<file path="config.mk">
export PLATFORM = sky130hd
export DESIGN_NAME = sdlcms_ctrl
export DESIGN_NICKNAME = d
export VERILOG_FILES = /design/src/rtl/sdlcms_pkg.sv /design/src/rtl/sdlcms_ctrl.sv
export SDC_FILE = /design/constraint.sdc
export NUM_CORES = 1
export LEC_CHECK = 0
export ABC_AREA = 1
export BUFFER_PORTS_ARGS = -buffer_cell sky130_fd_sc_hd__buf_2
export CORE_UTILIZATION = 60
export CTS_BUF_LIST = sky130_fd_sc_hd__clkbuf_16
export DETAILED_ROUTE_END_ITERATION = 6
export HOLD_SLACK_MARGIN = 0.05
export PLACE_DENSITY = 0.8
export SLEW_MARGIN = 30
export SYNTH_ARGS = -nofsm -noshare
export SYNTH_HDL_FRONTEND = slang
export SYNTH_SLANG_ARGS = --single-unit
</file>
<file path="constraint.sdc">
create_clock -name I_MCLK -period 4.4 [get_ports I_MCLK]
set_input_delay 0.44 -clock I_MCLK [delete_from_list [all_inputs] [get_ports I_MCLK]]
set_output_delay 0.44 -clock I_MCLK [all_outputs]
set_load 0.01 [all_outputs]
</file>
<file path="src/rtl/sdlcms_pkg.sv">
// package: register map, field positions, reset values and enumerations for the sync transmit control block
package sdlcms_pkg;
  localparam logic [1:0] REG_MISC_CTRL = 2'h0;  // underrun-abort, loop, 6-bit sync, mark idle
  localparam logic [1:0] REG_MODE_CTRL = 2'h1;  // protocol mode, poll, break, enables, channel reset
  localparam logic [1:0] REG_STATUS    = 2'h2;  // status of the block
  localparam logic [1:0] REG_SYNC_PAT  = 2'h3;  // sync pattern, 16 bits

  localparam int BIT_SYNC6      = 0;
  localparam int BIT_LOOP       = 1;
  localparam int BIT_UND_ABORT  = 2;
  localparam int BIT_MARK_IDLE  = 3;

  localparam int FLD_MODE_LO    = 0;           // bits 1:0 protocol mode
  localparam int BIT_GO_POLL    = 2;
  localparam int BIT_BREAK      = 3;
  localparam int BIT_TX_EN      = 4;
  localparam int BIT_RX_EN      = 5;
  localparam int BIT_CHAN_RST   = 7;           // self-clearing channel reset

  localparam int BIT_ST_UNDERRUN = 0;          // transmit underrun / end of message
  localparam int BIT_ST_TXEMPTY  = 1;
  localparam int BIT_ST_ONLOOP   = 2;
  localparam int BIT_ST_SYNCED   = 3;
  localparam int BIT_ST_LOOPACT  = 4;

  localparam logic [7:0]  MISC_RESET = 8'h00;
  localparam logic [7:0]  MODE_RESET = 8'h00;
  localparam logic [15:0] SYNC_RESET = 16'h7E7E;
  localparam logic [7:0]  FLAG_CHAR  = 8'h7E;
  localparam logic [15:0] ABORT_FLAG = 16'h7EFF;   // eight ones then a flag, shifted lsb first
  localparam logic [4:0]  CLOSE_BITS = 5'h10;      // closing transmission is 16 bits
  localparam logic [2:0]  EOP_ONES   = 3'h7;       // end-of-poll: zero followed by seven ones

  typedef enum logic [1:0] {
    SDLCMS_ASYNC    = 2'h0,
    SDLCMS_MONOSYNC = 2'h1,
    SDLCMS_BISYNC   = 2'h2,
    SDLCMS_SDLC     = 2'h3
  } sdlcms_mode_type;
endpackage : sdlcms_pkg

</file>
<file path="src/rtl/sdlcms_ctrl.sv">
// transmit underrun closing, loop mode and short sync control of one serial channel
//
// Design decisions made here: the register offsets and strobed register access.
`timescale 1ns/1ps

module sdlcms_ctrl
  import sdlcms_pkg::*;
(
  input  wire logic        I_MCLK,       // 100 MHz clock
  input  wire logic        I_RST,        // asynchronous reset, active high
  input  wire logic [1:0]  I_ADDR,       // register address
  input  wire logic [7:0]  I_WDATA,      // write data
  input  wire logic        I_WR,         // write strobe
  input  wire logic        I_RD,         // read strobe
  output logic      [7:0]  O_RDATA,      // read data, cycle after strobe
  input  wire logic        I_BIT_TICK,   // one bit time of the serial clock, same domain
  input  wire logic        I_TX_DATA,    // serialiser data bit
  input  wire logic        I_TX_CRC,     // serialiser current CRC bit
  input  wire logic        I_TX_UNDERRUN,// pulse: transmit buffer ran dry mid frame
  input  wire logic        I_RXD,        // receive data pin
  output logic             O_TXD,        // transmit data pin
  output logic             O_RX_BIT,     // bit offered to the receiver
  output logic             O_TX_ENABLED, // transmitter allowed to send
  output logic             O_UNDERRUN_EVT,// pulse: closing transmission began
  output logic             O_TXEMPTY_EVT,// pulse: closing transmission ended
  output logic             O_SYNC6,      // 6-bit monosync characters in use
  output logic             O_RX_SYNC12   // 12-bit bisync receive match in use
);
  typedef enum logic [2:0] {S_DATA, S_CLOSE, S_IDLE_ONES} sdlcms_tx_type;

  logic [7:0]  misc_reg, misc_next, mode_reg, mode_next, rdata_reg, rdata_next;
  logic [15:0] sync_reg, sync_next;
  logic [2:0]  rxs_reg, rxs_next;
  logic        rxd;
  logic [15:0] rsh_reg, rsh_next;
  logic        on_loop_reg, on_loop_next, synced_reg, synced_next, loop_prev_reg, loop_prev_next;
  logic        und_st_reg, und_st_next, empty_st_reg, empty_st_next;
  logic [2:0]  ones_reg, ones_next;
  logic        zero_seen_reg, zero_seen_next;
  logic [3:0]  chr_cnt_reg, chr_cnt_next;
  sdlcms_tx_type tx_reg, tx_next;
  logic [4:0]  cls_cnt_reg, cls_cnt_next;
  logic        cls_abort_reg, cls_abort_next;
  logic        txd_next, rxbit_next, txen_next, uevt_next, eevt_next, sync6_next, s12_next;
  logic        txd_reg, rxbit_reg, txen_reg, uevt_reg, eevt_reg, sync6_reg, s12_reg;

  sdlcms_mode_type mode;
  logic loop_opt, sdlc, syncm, eop, sync_hit, abort_eff, boundary;
  logic [3:0] chr_len;
  logic [15:0] cmp_mask;

  always_comb begin
    mode      = sdlcms_mode_type'(mode_reg[FLD_MODE_LO +: 2]);
    sdlc      = (mode == SDLCMS_SDLC);
    syncm     = (mode == SDLCMS_MONOSYNC) || (mode == SDLCMS_BISYNC);
    loop_opt  = misc_reg[BIT_LOOP] && (mode != SDLCMS_ASYNC);
    abort_eff = misc_reg[BIT_UND_ABORT] && !loop_opt && !on_loop_reg;
    // short sync only in character modes
    sync6_next = (mode == SDLCMS_MONOSYNC) && misc_reg[BIT_SYNC6];
    s12_next   = (mode == SDLCMS_BISYNC) && misc_reg[BIT_SYNC6];
    unique case (mode)
      SDLCMS_MONOSYNC: begin
        chr_len  = sync6_next ? 4'h5 : 4'h7;
        cmp_mask = sync6_next ? 16'h003F : 16'h00FF;
      end
      SDLCMS_BISYNC: begin
        chr_len  = 4'h7;
        cmp_mask = s12_next ? 16'h0FFF : 16'hFFFF;
      end
      default: begin
        chr_len  = 4'h7;
        cmp_mask = 16'h00FF;
      end
    endcase
  end

  // registers and host port
  always_comb begin
    misc_next  = misc_reg;
    mode_next  = mode_reg;
    sync_next  = sync_reg;
    rdata_next = 8'h00;
    if (I_WR) begin
      unique case (I_ADDR)
        REG_MISC_CTRL: misc_next = {4'h0, I_WDATA[3:0]};
        REG_MODE_CTRL: mode_next = {1'b0, I_WDATA[6:0]};
        REG_SYNC_PAT:  sync_next = {sync_reg[7:0], I_WDATA};
        default: ;
      endcase
      if (I_ADDR == REG_MODE_CTRL && I_WDATA[BIT_CHAN_RST]) begin
        misc_next = MISC_RESET;
        mode_next = MODE_RESET;
      end
    end
    // break is dropped once sync loop has locked on a character boundary
    if (txen_next && syncm && loop_opt && !txen_reg)
      mode_next[BIT_BREAK] = 1'b0;
    if (I_RD) begin
      unique case (I_ADDR)
        REG_MISC_CTRL: rdata_next = misc_reg;
        REG_MODE_CTRL: rdata_next = mode_reg;
        REG_STATUS:    rdata_next = {3'h0, loop_opt, synced_reg, on_loop_reg, empty_st_reg, und_st_reg};
        REG_SYNC_PAT:  rdata_next = sync_reg[7:0];
      endcase
    end
  end

  // receive side: pin synchroniser, end-of-poll and sync hunt
  always_comb begin
    rxs_next = {rxs_reg[1:0], I_RXD};
    rxd      = rxs_reg[2];
    // loop in SDLC feeds transmit data straight back to the receiver until the station is on loop, then the pin
    rxbit_next = (sdlc && loop_opt && !on_loop_reg) ? txd_reg : rxd;
    rsh_next = rsh_reg;
    ones_next = ones_reg;
    zero_seen_next = zero_seen_reg;
    eop = 1'b0;
    if (I_BIT_TICK && (rxs_reg[1] == rxs_reg[2])) begin
      rsh_next = {rsh_reg[14:0], rxd};
      if (!rxd) begin
        zero_seen_next = 1'b1;
        ones_next = 3'h0;
      end else if (zero_seen_reg) begin
        ones_next = ones_reg + 3'h1;
        if (ones_reg == EOP_ONES - 3'h1) begin
          eop = 1'b1;
          zero_seen_next = 1'b0;
        end
      end
    end
    sync_hit = I_BIT_TICK && (({rsh_reg[14:0], rxd} & cmp_mask) == (sync_reg & cmp_mask));
    loop_prev_next = loop_opt;
    on_loop_next = on_loop_reg;
    if (sdlc && eop) begin
      if (loop_opt && mode_reg[BIT_GO_POLL])
        on_loop_next = 1'b1;
      else if (!loop_opt)
        on_loop_next = 1'b0;
    end
    if (!sdlc)
      on_loop_next = 1'b0;
    synced_next = synced_reg;
    chr_cnt_next = chr_cnt_reg;
    boundary = 1'b0;
    if (!(syncm && loop_opt) || (loop_opt && !loop_prev_reg)) begin
      synced_next = 1'b0;
      chr_cnt_next = 4'h0;
    end else if (I_BIT_TICK) begin
      if (!synced_reg && sync_hit && mode_reg[BIT_RX_EN]) begin
        synced_next = 1'b1;
        chr_cnt_next = 4'h0;
      end else if (synced_reg) begin
        boundary = (chr_cnt_reg == chr_len);
        chr_cnt_next = boundary ? 4'h0 : chr_cnt_reg + 4'h1;
      end
    end
    txen_next = mode_reg[BIT_TX_EN];
    if (syncm && loop_opt)
      txen_next = txen_reg || (synced_reg && boundary && mode_reg[BIT_TX_EN]);
  end

  // transmit closing sequence and idle line
  always_comb begin
    tx_next = tx_reg;
    cls_cnt_next = cls_cnt_reg;
    cls_abort_next = cls_abort_reg;
    uevt_next = 1'b0;
    eevt_next = 1'b0;
    und_st_next = und_st_reg;
    empty_st_next = empty_st_reg;
    if (I_RD && I_ADDR == REG_STATUS) begin
      und_st_next = 1'b0;
      empty_st_next = 1'b0;
    end
    unique case (tx_reg)
      S_DATA: begin
        if (sdlc && I_TX_UNDERRUN) begin
          tx_next = S_CLOSE;
          cls_cnt_next = 5'h0;
          cls_abort_next = abort_eff;
          uevt_next = 1'b1;
          und_st_next = 1'b1;
        end
      end
      S_CLOSE: begin
        if (I_BIT_TICK) begin
          cls_cnt_next = cls_cnt_reg + 5'h1;
          if (cls_cnt_reg == CLOSE_BITS - 5'h1) begin
            eevt_next = 1'b1;
            empty_st_next = 1'b1;
            tx_next = (cls_abort_reg && misc_reg[BIT_MARK_IDLE]) ? S_IDLE_ONES : S_DATA;
          end
        end
      end
      S_IDLE_ONES: begin
        if (!misc_reg[BIT_MARK_IDLE] || !sdlc)
          tx_next = S_DATA;
      end
      default: tx_next = S_DATA;
    endcase
    // sticky status: a new event wins over a read clear
    if (uevt_next) und_st_next = 1'b1;
    if (eevt_next) empty_st_next = 1'b1;
    if (tx_reg == S_CLOSE)
      txd_next = cls_abort_reg ? ABORT_FLAG[cls_cnt_reg[3:0]] : I_TX_CRC;
    else if (tx_reg == S_IDLE_ONES)
      txd_next = 1'b1;
    else if (syncm && loop_opt && !txen_reg)
      txd_next = !mode_reg[BIT_BREAK];
    else if (mode_reg[BIT_BREAK])
      txd_next = 1'b0;
    else if (sdlc && !mode_reg[BIT_TX_EN])
      txd_next = misc_reg[BIT_MARK_IDLE] ? 1'b1 : FLAG_CHAR[cls_cnt_reg[2:0]];
    else
      txd_next = I_TX_DATA;
    if (tx_reg != S_CLOSE && sdlc && !mode_reg[BIT_TX_EN] && I_BIT_TICK)
      cls_cnt_next = {2'h0, cls_cnt_reg[2:0] + 3'h1};
  end

  always_ff @(posedge I_MCLK or posedge I_RST) begin
    if (I_RST) begin
      misc_reg <= MISC_RESET;
      mode_reg <= MODE_RESET;
      sync_reg <= SYNC_RESET;
      rdata_reg <= 8'h00;
      rxs_reg <= 3'h7;
      rsh_reg <= 16'h0000;
      ones_reg <= 3'h0;
      zero_seen_reg <= 1'b0;
      on_loop_reg <= 1'b0;
      loop_prev_reg <= 1'b0;
      synced_reg <= 1'b0;
      chr_cnt_reg <= 4'h0;
      tx_reg <= S_DATA;
      cls_cnt_reg <= 5'h0;
      cls_abort_reg <= 1'b0;
      und_st_reg <= 1'b0;
      empty_st_reg <= 1'b0;
      txd_reg <= 1'b1;
      rxbit_reg <= 1'b1;
      txen_reg <= 1'b0;
      uevt_reg <= 1'b0;
      eevt_reg <= 1'b0;
      sync6_reg <= 1'b0;
      s12_reg <= 1'b0;
    end else begin
      misc_reg <= misc_next;
      mode_reg <= mode_next;
      sync_reg <= sync_next;
      rdata_reg <= rdata_next;
      rxs_reg <= rxs_next;
      rsh_reg <= rsh_next;
      ones_reg <= ones_next;
      zero_seen_reg <= zero_seen_next;
      on_loop_reg <= on_loop_next;
      loop_prev_reg <= loop_prev_next;
      synced_reg <= synced_next;
      chr_cnt_reg <= chr_cnt_next;
      tx_reg <= tx_next;
      cls_cnt_reg <= cls_cnt_next;
      cls_abort_reg <= cls_abort_next;
      und_st_reg <= und_st_next;
      empty_st_reg <= empty_st_next;
      txd_reg <= txd_next;
      rxbit_reg <= rxbit_next;
      txen_reg <= txen_next;
      uevt_reg <= uevt_next;
      eevt_reg <= eevt_next;
      sync6_reg <= sync6_next;
      s12_reg <= s12_next;
    end
  end

  assign O_RDATA        = rdata_reg;
  assign O_TXD          = txd_reg;
  assign O_RX_BIT       = rxbit_reg;
  assign O_TX_ENABLED   = txen_reg;
  assign O_UNDERRUN_EVT = uevt_reg;
  assign O_TXEMPTY_EVT  = eevt_reg;
  assign O_SYNC6        = sync6_reg;
  assign O_RX_SYNC12    = s12_reg;
endmodule : sdlcms_ctrl

</file>
==> results.yml, run 1 <==
drt:
  final_antenna_net_count: 0
  num_vias: 3237
  first_pass_iters: 5
  routed_wl_um: 8520
  drt_iter0_drc: 284
  routed_via_density: 5.58
  drt-wirelength-per-cell_um: 14.7
  drc: 0
sta:
  tns_ns: 0
  setup_viol: 0
  finalCritPeriodShare_pct: 44.0
  timing.fmax_mhz: 517
  hold_viol: 0
  final.setup_skew_ns: 0.00529
  slew_headroom_pct: 37.8
  maxSlewViolCount: 0
  worstMarginPinSlew_ns: 0.931
  rsz0062_at_grt: "no"
  post-route-min-period_ns: 1.94
setup_path:
  start_kind: "flip-flop"
  r2r-start: "mode_reg[1]"
  reg2reg_to: "mode_reg[3]"
  criticalPathCategory: "reg -> reg"
  required_ns: 4.62
  worst_setup_path_end_kind: "flip-flop"
  crit_path_max_fanout: 8
  r2r_setup_slack_ns: 2.46
  rr_worst_depth: 8
  crit_arrival_ns: 2.16
layout:
  largest_reg_flops: 16
  layout_commonest_cell: "nand2_1"
  postLayoutCoreUtil_pct: 71.7
  mostFrequentLayoutCells: "nand2_1 (126), dfrtp_1 (64), inv_1 (63)"
  final_nets: 530
  antenna-diode-count: 0
  drive_above_1_share_pct: 15.0
  area_growth_pct: 13.0
synthesis:
  yosys_most_used_dff: "dfrtp_1"
  synthCells: 462
  synth_top_area_cell: "dfrtp_1"
  synth_fp_nets: 492
  yosys_warnings: 0
  synth-seq-area-share_pct: 53.3
  synth_edf_count: 0
  synthArstFlopShare_pct: 100
  synth.avg_cell_area_um2: 8.32
  synth_seq_cells: 81
  post_synth_num_cell_types: 35
  synthTopCellsByArea: "dfrtp_1 (42%), nand2_1 (12%), dfstp_2 (12%)"
  yosysTopAreaCellShare_pct: 41.7
  syn-cell-area_um2: 3840
clocking:
  holdBufCountCts: 0
  clk_path_buf_depth: 2
  cts_root_buf: "clkbuf_16"
  cts_tree: "done"
  ctsHtreeMaxLevel: 3
  cts_resized: 0
  cts_buffers: 9
  clk_pin_slew_worst_paths_ns: 0.06
  cts_setup_buffers: 0
  cts.sinks: 81
  clk-insertion-delay-late_ns: 0.34
grt:
  grt_pass1_vias: 3048
  grt_remaining_overflow: 0
  grt_max_degree: 45
  antenna_found_initial: 0
  grt_first_pass_wirelength_um: 14200
  track_usage_pct: 28.9
floorplanning:
  pin_count: 34
  start_util_pct: 63.4
  die_width_um: 82.0
  design.core.area_um2: 6060
  die_h_um: 82.0
  die-area_um2: 6730
  std_cell_rows: 28
power_and_ir_drop:
  irDropWorstVdd_mv: 0.294
  p_per_area_nw_per_um2: 479
  p_leak_nw: 2.21
min_path:
  hp-class: "in -> async"
placement:
  dpl.hpwl_um: 6070
  port_buffers: 33
  place_congestion: 0.885
outcome:
  outcome: "complete, no violations"
job:
  drv_cap: 0
## Yosys cell counts, types with 3 or more instances
library cell  number
nand4_1            4
o21ai_0           41
nand2_1          126
clkbuf_1           5
xnor2_1            3
nor2_2             3
xor2_1             4
inv_2              4
dfrtp_1           64
dfstp_2           17
a221oi_1           4
nand3_1           19
o21ai_1           11
nor2_1            40
inv_1             62
ha_1              11
a21oi_1           21
## worst max-delay path, stage by stage, from the launching register on
cell	delay [ns]
dfrtp_1	0.45
inv_1	0.10
ha_1	0.20
nor2_2	0.28
nand3_1	0.14
inv_1	0.24
nand3_1	0.18
o21ai_1	0.17
inv_1	0.06
## metrics by stage
stage / area (µm²) / setup WS, ns / hold slack [ns] / power [mW] / instances
2_1_floorplan: 3840 / 1.91 / 0.345 / 1.28 / 462
3_3_place_gp: 4080 / 2.37 / 0.363 / 1.40 / 564
3_5_place_dp: 4080 / 2.25 / 0.358 / 1.43 / 564
4_1_cts: 4340 / 2.26 / 0.179 / 2.08 / 580
5_1_grt: 4340 / 2.30 / 0.195 / 2.19 / 580
6_report: 4340 / 2.46 / 0.160 / 2.08 / 580
## kinds of logic after synthesis
group	Yosys count	synth area share, %
and+or+nand+nor	200	21.3
AOI/OAI and AO/OA	88	12.6
DFF	81	53.3
buffers and inverters	74	7.36
adders and majority gates	11	3.58
xor gates and xnor gates	7	1.60
muxes	1	0.293
## power by group
| group | switching [mW] | internal, mW |
|---|---|---|
| clock network | 0.285 | 0.371 |
| registers | 0.113 | 0.890 |
| logic | 0.269 | 0.152 |
| total | 0.667 | 1.41 |
## cell type report
class	instances	area, µm²
Clock buffer	9	225
Clock inverter	7	31.3
Fill cell	478	1720
Inverter	67	253
Multi-Input combinational cell	307	1520
Sequential cell	81	2050
Tap cell	75	93.8
Timing Repair Buffer	34	173
## worst max path at each step
stage / from / to / cells past startpoint
4_1_cts: rxs_reg[2] / on_loop_reg / 7
3_5_place_dp: I_BIT_TICK / on_loop_reg / 8
6_report: mode_reg[1] / mode_reg[3] / 8
5_1_grt: mode_reg[1] / chr_cnt_reg[1] / 13
2_1_floorplan: I_RST / O_RDATA[0] / 1
3_3_place_gp: I_BIT_TICK / on_loop_reg / 8
## metal layers
layer / up-vias / GRT usage (%) / share of wire (%)
met5: - / 0 / 0
met4: 0 / 12.3 / 2.1
met3: 21 / 4.22 / 5.5
met2: 116 / 45.0 / 46
met1: 1548 / 40.4 / 47
li1: 1552 / - / -
Power figures use the tool's default switching activity.
==> inputs of run 2 (changes only) <==
ABC_AREA = 0   (was 1)
CORE_UTILIZATION = 59   (was 60)
PLACE_DENSITY = 0.79   (was 0.8)
clock period = 1.84 ns   (was 4.4 ns; I/O delays follow)
==> run 2 against run 1 <==
- the run now ends with setup timing left
- routed wire length fell by 7.5%
- cell count fell by 22%
- die area rose by 0.68%
- largest power group unchanged
==> results.yml, run 2 <==
outcome:
  outcome: "finished with violations"
  violations: "setup timing"
synthesis:
  synth.avg_cell_area_um2: 11.5
  synth_most_common_cell: "dfrtp_1"
  yosys_warnings: 0
  synth_edf_count: 0
  synth-seq-area-share_pct: 53.8
  yosys_most_used_dff: "dfrtp_1"
  synthCells: 330
  synth_seq_cells: 81
  synthTopCellsByArea: "dfrtp_1 (42%), dfstp_2 (12%), mux2_2 (9.5%)"
  synthArstFlopShare_pct: 100
  synth_fp_nets: 360
  synth_top_area_cell: "dfrtp_1"
  synth_common_cells: "dfrtp_1 (64), nand2_1 (37), mux2_2 (32), o21ai_0 (20), dfstp_2 (17)"
  post_synth_num_cell_types: 41
  yosysTopAreaCellShare_pct: 42.1
  syn-cell-area_um2: 3800
setup_path:
  crit_arrival_ns: 2.05
  required_ns: 2.04
  worst_setup_path_end_kind: "flip-flop"
  crit_path_max_fanout: 2
  criticalPathCategory: "reg -> reg"
  start_kind: "flip-flop"
layout:
  fin_cells: 454
  area_growth_pct: 16.3
  drive_above_1_share_pct: 30.6
  regArea_um2: 2050
  layout_commonest_cell: "dfrtp_1"
  final_nets: 404
  largest_reg_flops: 16
  multi_input_comb_area_um2: 1700
  antenna-diode-count: 0
  fillers: 436
  mostFrequentLayoutCells: "dfrtp_1 (64), nand2_1 (37), buf_2 (33)"
drt:
  routed_via_density: 5.84
  drc: 0
  num_vias: 2652
  drt_iter0_drc: 205
  routed_wl_um: 7880
  first_pass_iters: 4
  drt-wirelength-per-cell_um: 17.4
  final_antenna_net_count: 0
clocking:
  cts_buffers: 9
  cts_root_buf: "clkbuf_16"
  clk_path_buf_depth: 2
  cts.sinks: 81
  clk-insertion-delay-late_ns: 0.33
  clk_pin_slew_worst_paths_ns: 0.06
  cts_tree: "done"
  cts_setup_buffers: 0
  ctsHtreeMaxLevel: 3
grt:
  grt_pass1_vias: 2540
  track_usage_pct: 26.1
  antenna_found_initial: 0
  grt_first_pass_wirelength_um: 12800
  grt_max_degree: 41
  grt_remaining_overflow: 0
power_and_ir_drop:
  p_clk_share_pct: 28.4
  power.switching_mw: 1.68
  swShare_pct: 30.8
  p_leak_nw: 2.05
  p_per_area_nw_per_um2: 1230
  power_frac_seq_pct: 48.8
  p_int_mw: 3.78
  irDropWorstVdd_mv: 0.909
  comb_power_share_pct: 22.8
floorplanning:
  die_h_um: 82.3
  std_cell_rows: 28
  pin_count: 34
  die-area_um2: 6770
  die_width_um: 82.3
  design.core.area_um2: 6060
  start_util_pct: 62.8
sta:
  tns_ns: -0.00393
  finalCritPeriodShare_pct: 100
  setup_ws_ns: -0.00393
  worstMarginPinSlew_ns: 0.605
  post-route-min-period_ns: 1.84
  slew_headroom_pct: 59.6
  rsz0062_at_grt: "yes"
  timing.fmax_mhz: 542
  setup_viol: 1
  final.setup_skew_ns: 0.00580
  maxSlewViolCount: 0
  hold_viol: 0
job:
  drv_cap: 0
placement:
  place_congestion: 0.856
  port_buffers: 33
  dpl.hpwl_um: 5540
  dp.cells: 436
min_path:
  hp-class: "in -> reg"
==> run 2: changes by cell type in the layout (fill, tap and decap cells not counted), sizes merged, moves of 12 or more <==
cell	before	now
o21ai	52	20
nand3	20	8
a21oi	22	9
nor2	43	11
inv	67	15
mux2	1	32
nand2	128	37
==> run 2: worst paths after layout <==
| check | slack [ns] | endpoint | startpoint | cells past startpoint |
|---|---|---|---|---|
| worst min register to register | 0.36 | rxs_reg[1] | rxs_reg[0] | 0 |
| worst max-delay path | -0.004 | chr_cnt_reg[0] | sync_reg[11] | 5 |
| min in group asynchronous | 0.48 | rsh_reg[13] | I_RST | 3 |
| worst min-delay path | 0.11 | sync_reg[6] | I_WDATA[6] | 2 |
| max in group asynchronous | 0.70 | rxs_reg[1] | I_RST | 4 |
| worst max register to register | -0.004 | chr_cnt_reg[0] | sync_reg[11] | 5 |
==> run 2: cells by family (layout without fill, tap and decap cells) <==
group / count (synthesis) / after routing / share of synthesized area (%)
flops: 81 / 81 / 53.8
buf+inv: 25 / 74 / 2.73
fa+ha+maj: 11 / 11 / 3.62
mux: 41 / 41 / 13.2
compound gates: 54 / 54 / 9.14
xor+xnor: 18 / 18 / 4.14
simple gates: 100 / 100 / 13.4
==> run 2: timing repair <==
action                                 in CTS  in global routing
resized for setup                           1                  8
hold buffers                                2                  0
pin swaps                                   0                  1
endpoints found under the hold margin      21                  0
setup endpoints to repair                   3                 11
==> run 2: cell type report <==
| cell class | instances | area share, % |
|---|---|---|
| flip-flops and latches | 81 | 46.3 |
| multi-input cells | 224 | 38.4 |
| repair buffers | 43 | 6.11 |
| clock buffers | 9 | 5.09 |
| well taps | 75 | 2.12 |
| inverters | 15 | 1.36 |
| clock inverters | 7 | 0.679 |
==> run 2: metal layers <==
layer	part of all wire, %	track usage (%)
met1	45	36.6
met2	48	40.8
met3	6.2	6.59
met4	0.91	6.32
met5	0	0
==> run 2: worst max-delay path: stages (launching register included) <==
cell     delay, ns
dfstp_2       0.53
xor2_1        0.08
nor4_2        0.36
o32ai_2       0.19
o41ai_2       0.43
a31oi_1       0.13
==> run 2: through the flow <==
step	hold WS (ns)	instance area, µm²	setup WS, ns	power [mW]	util (%)
floorplan	0.188	3810	0.159	3.48	-
global placement	0.284	4110	0.0297	3.79	67.7
detailed placement	0.290	4110	-0.105	3.85	67.7
CTS	0.104	4390	0.00204	5.42	72.4
global route	0.0993	4430	-0.0998	5.77	73.0
finish	0.106	4430	-0.00393	5.46	73.0
==> run 2: power by group through the flow <==
stage	clock (mW)	sequential (mW)	combinational (mW)
2_1_floorplan	0	2.57	0.905
5_1_grt	1.66	2.73	1.39
3_3_place_gp	0	2.66	1.13
4_1_cts	1.56	2.66	1.20
3_5_place_dp	0	2.68	1.17
6_report	1.55	2.67	1.24
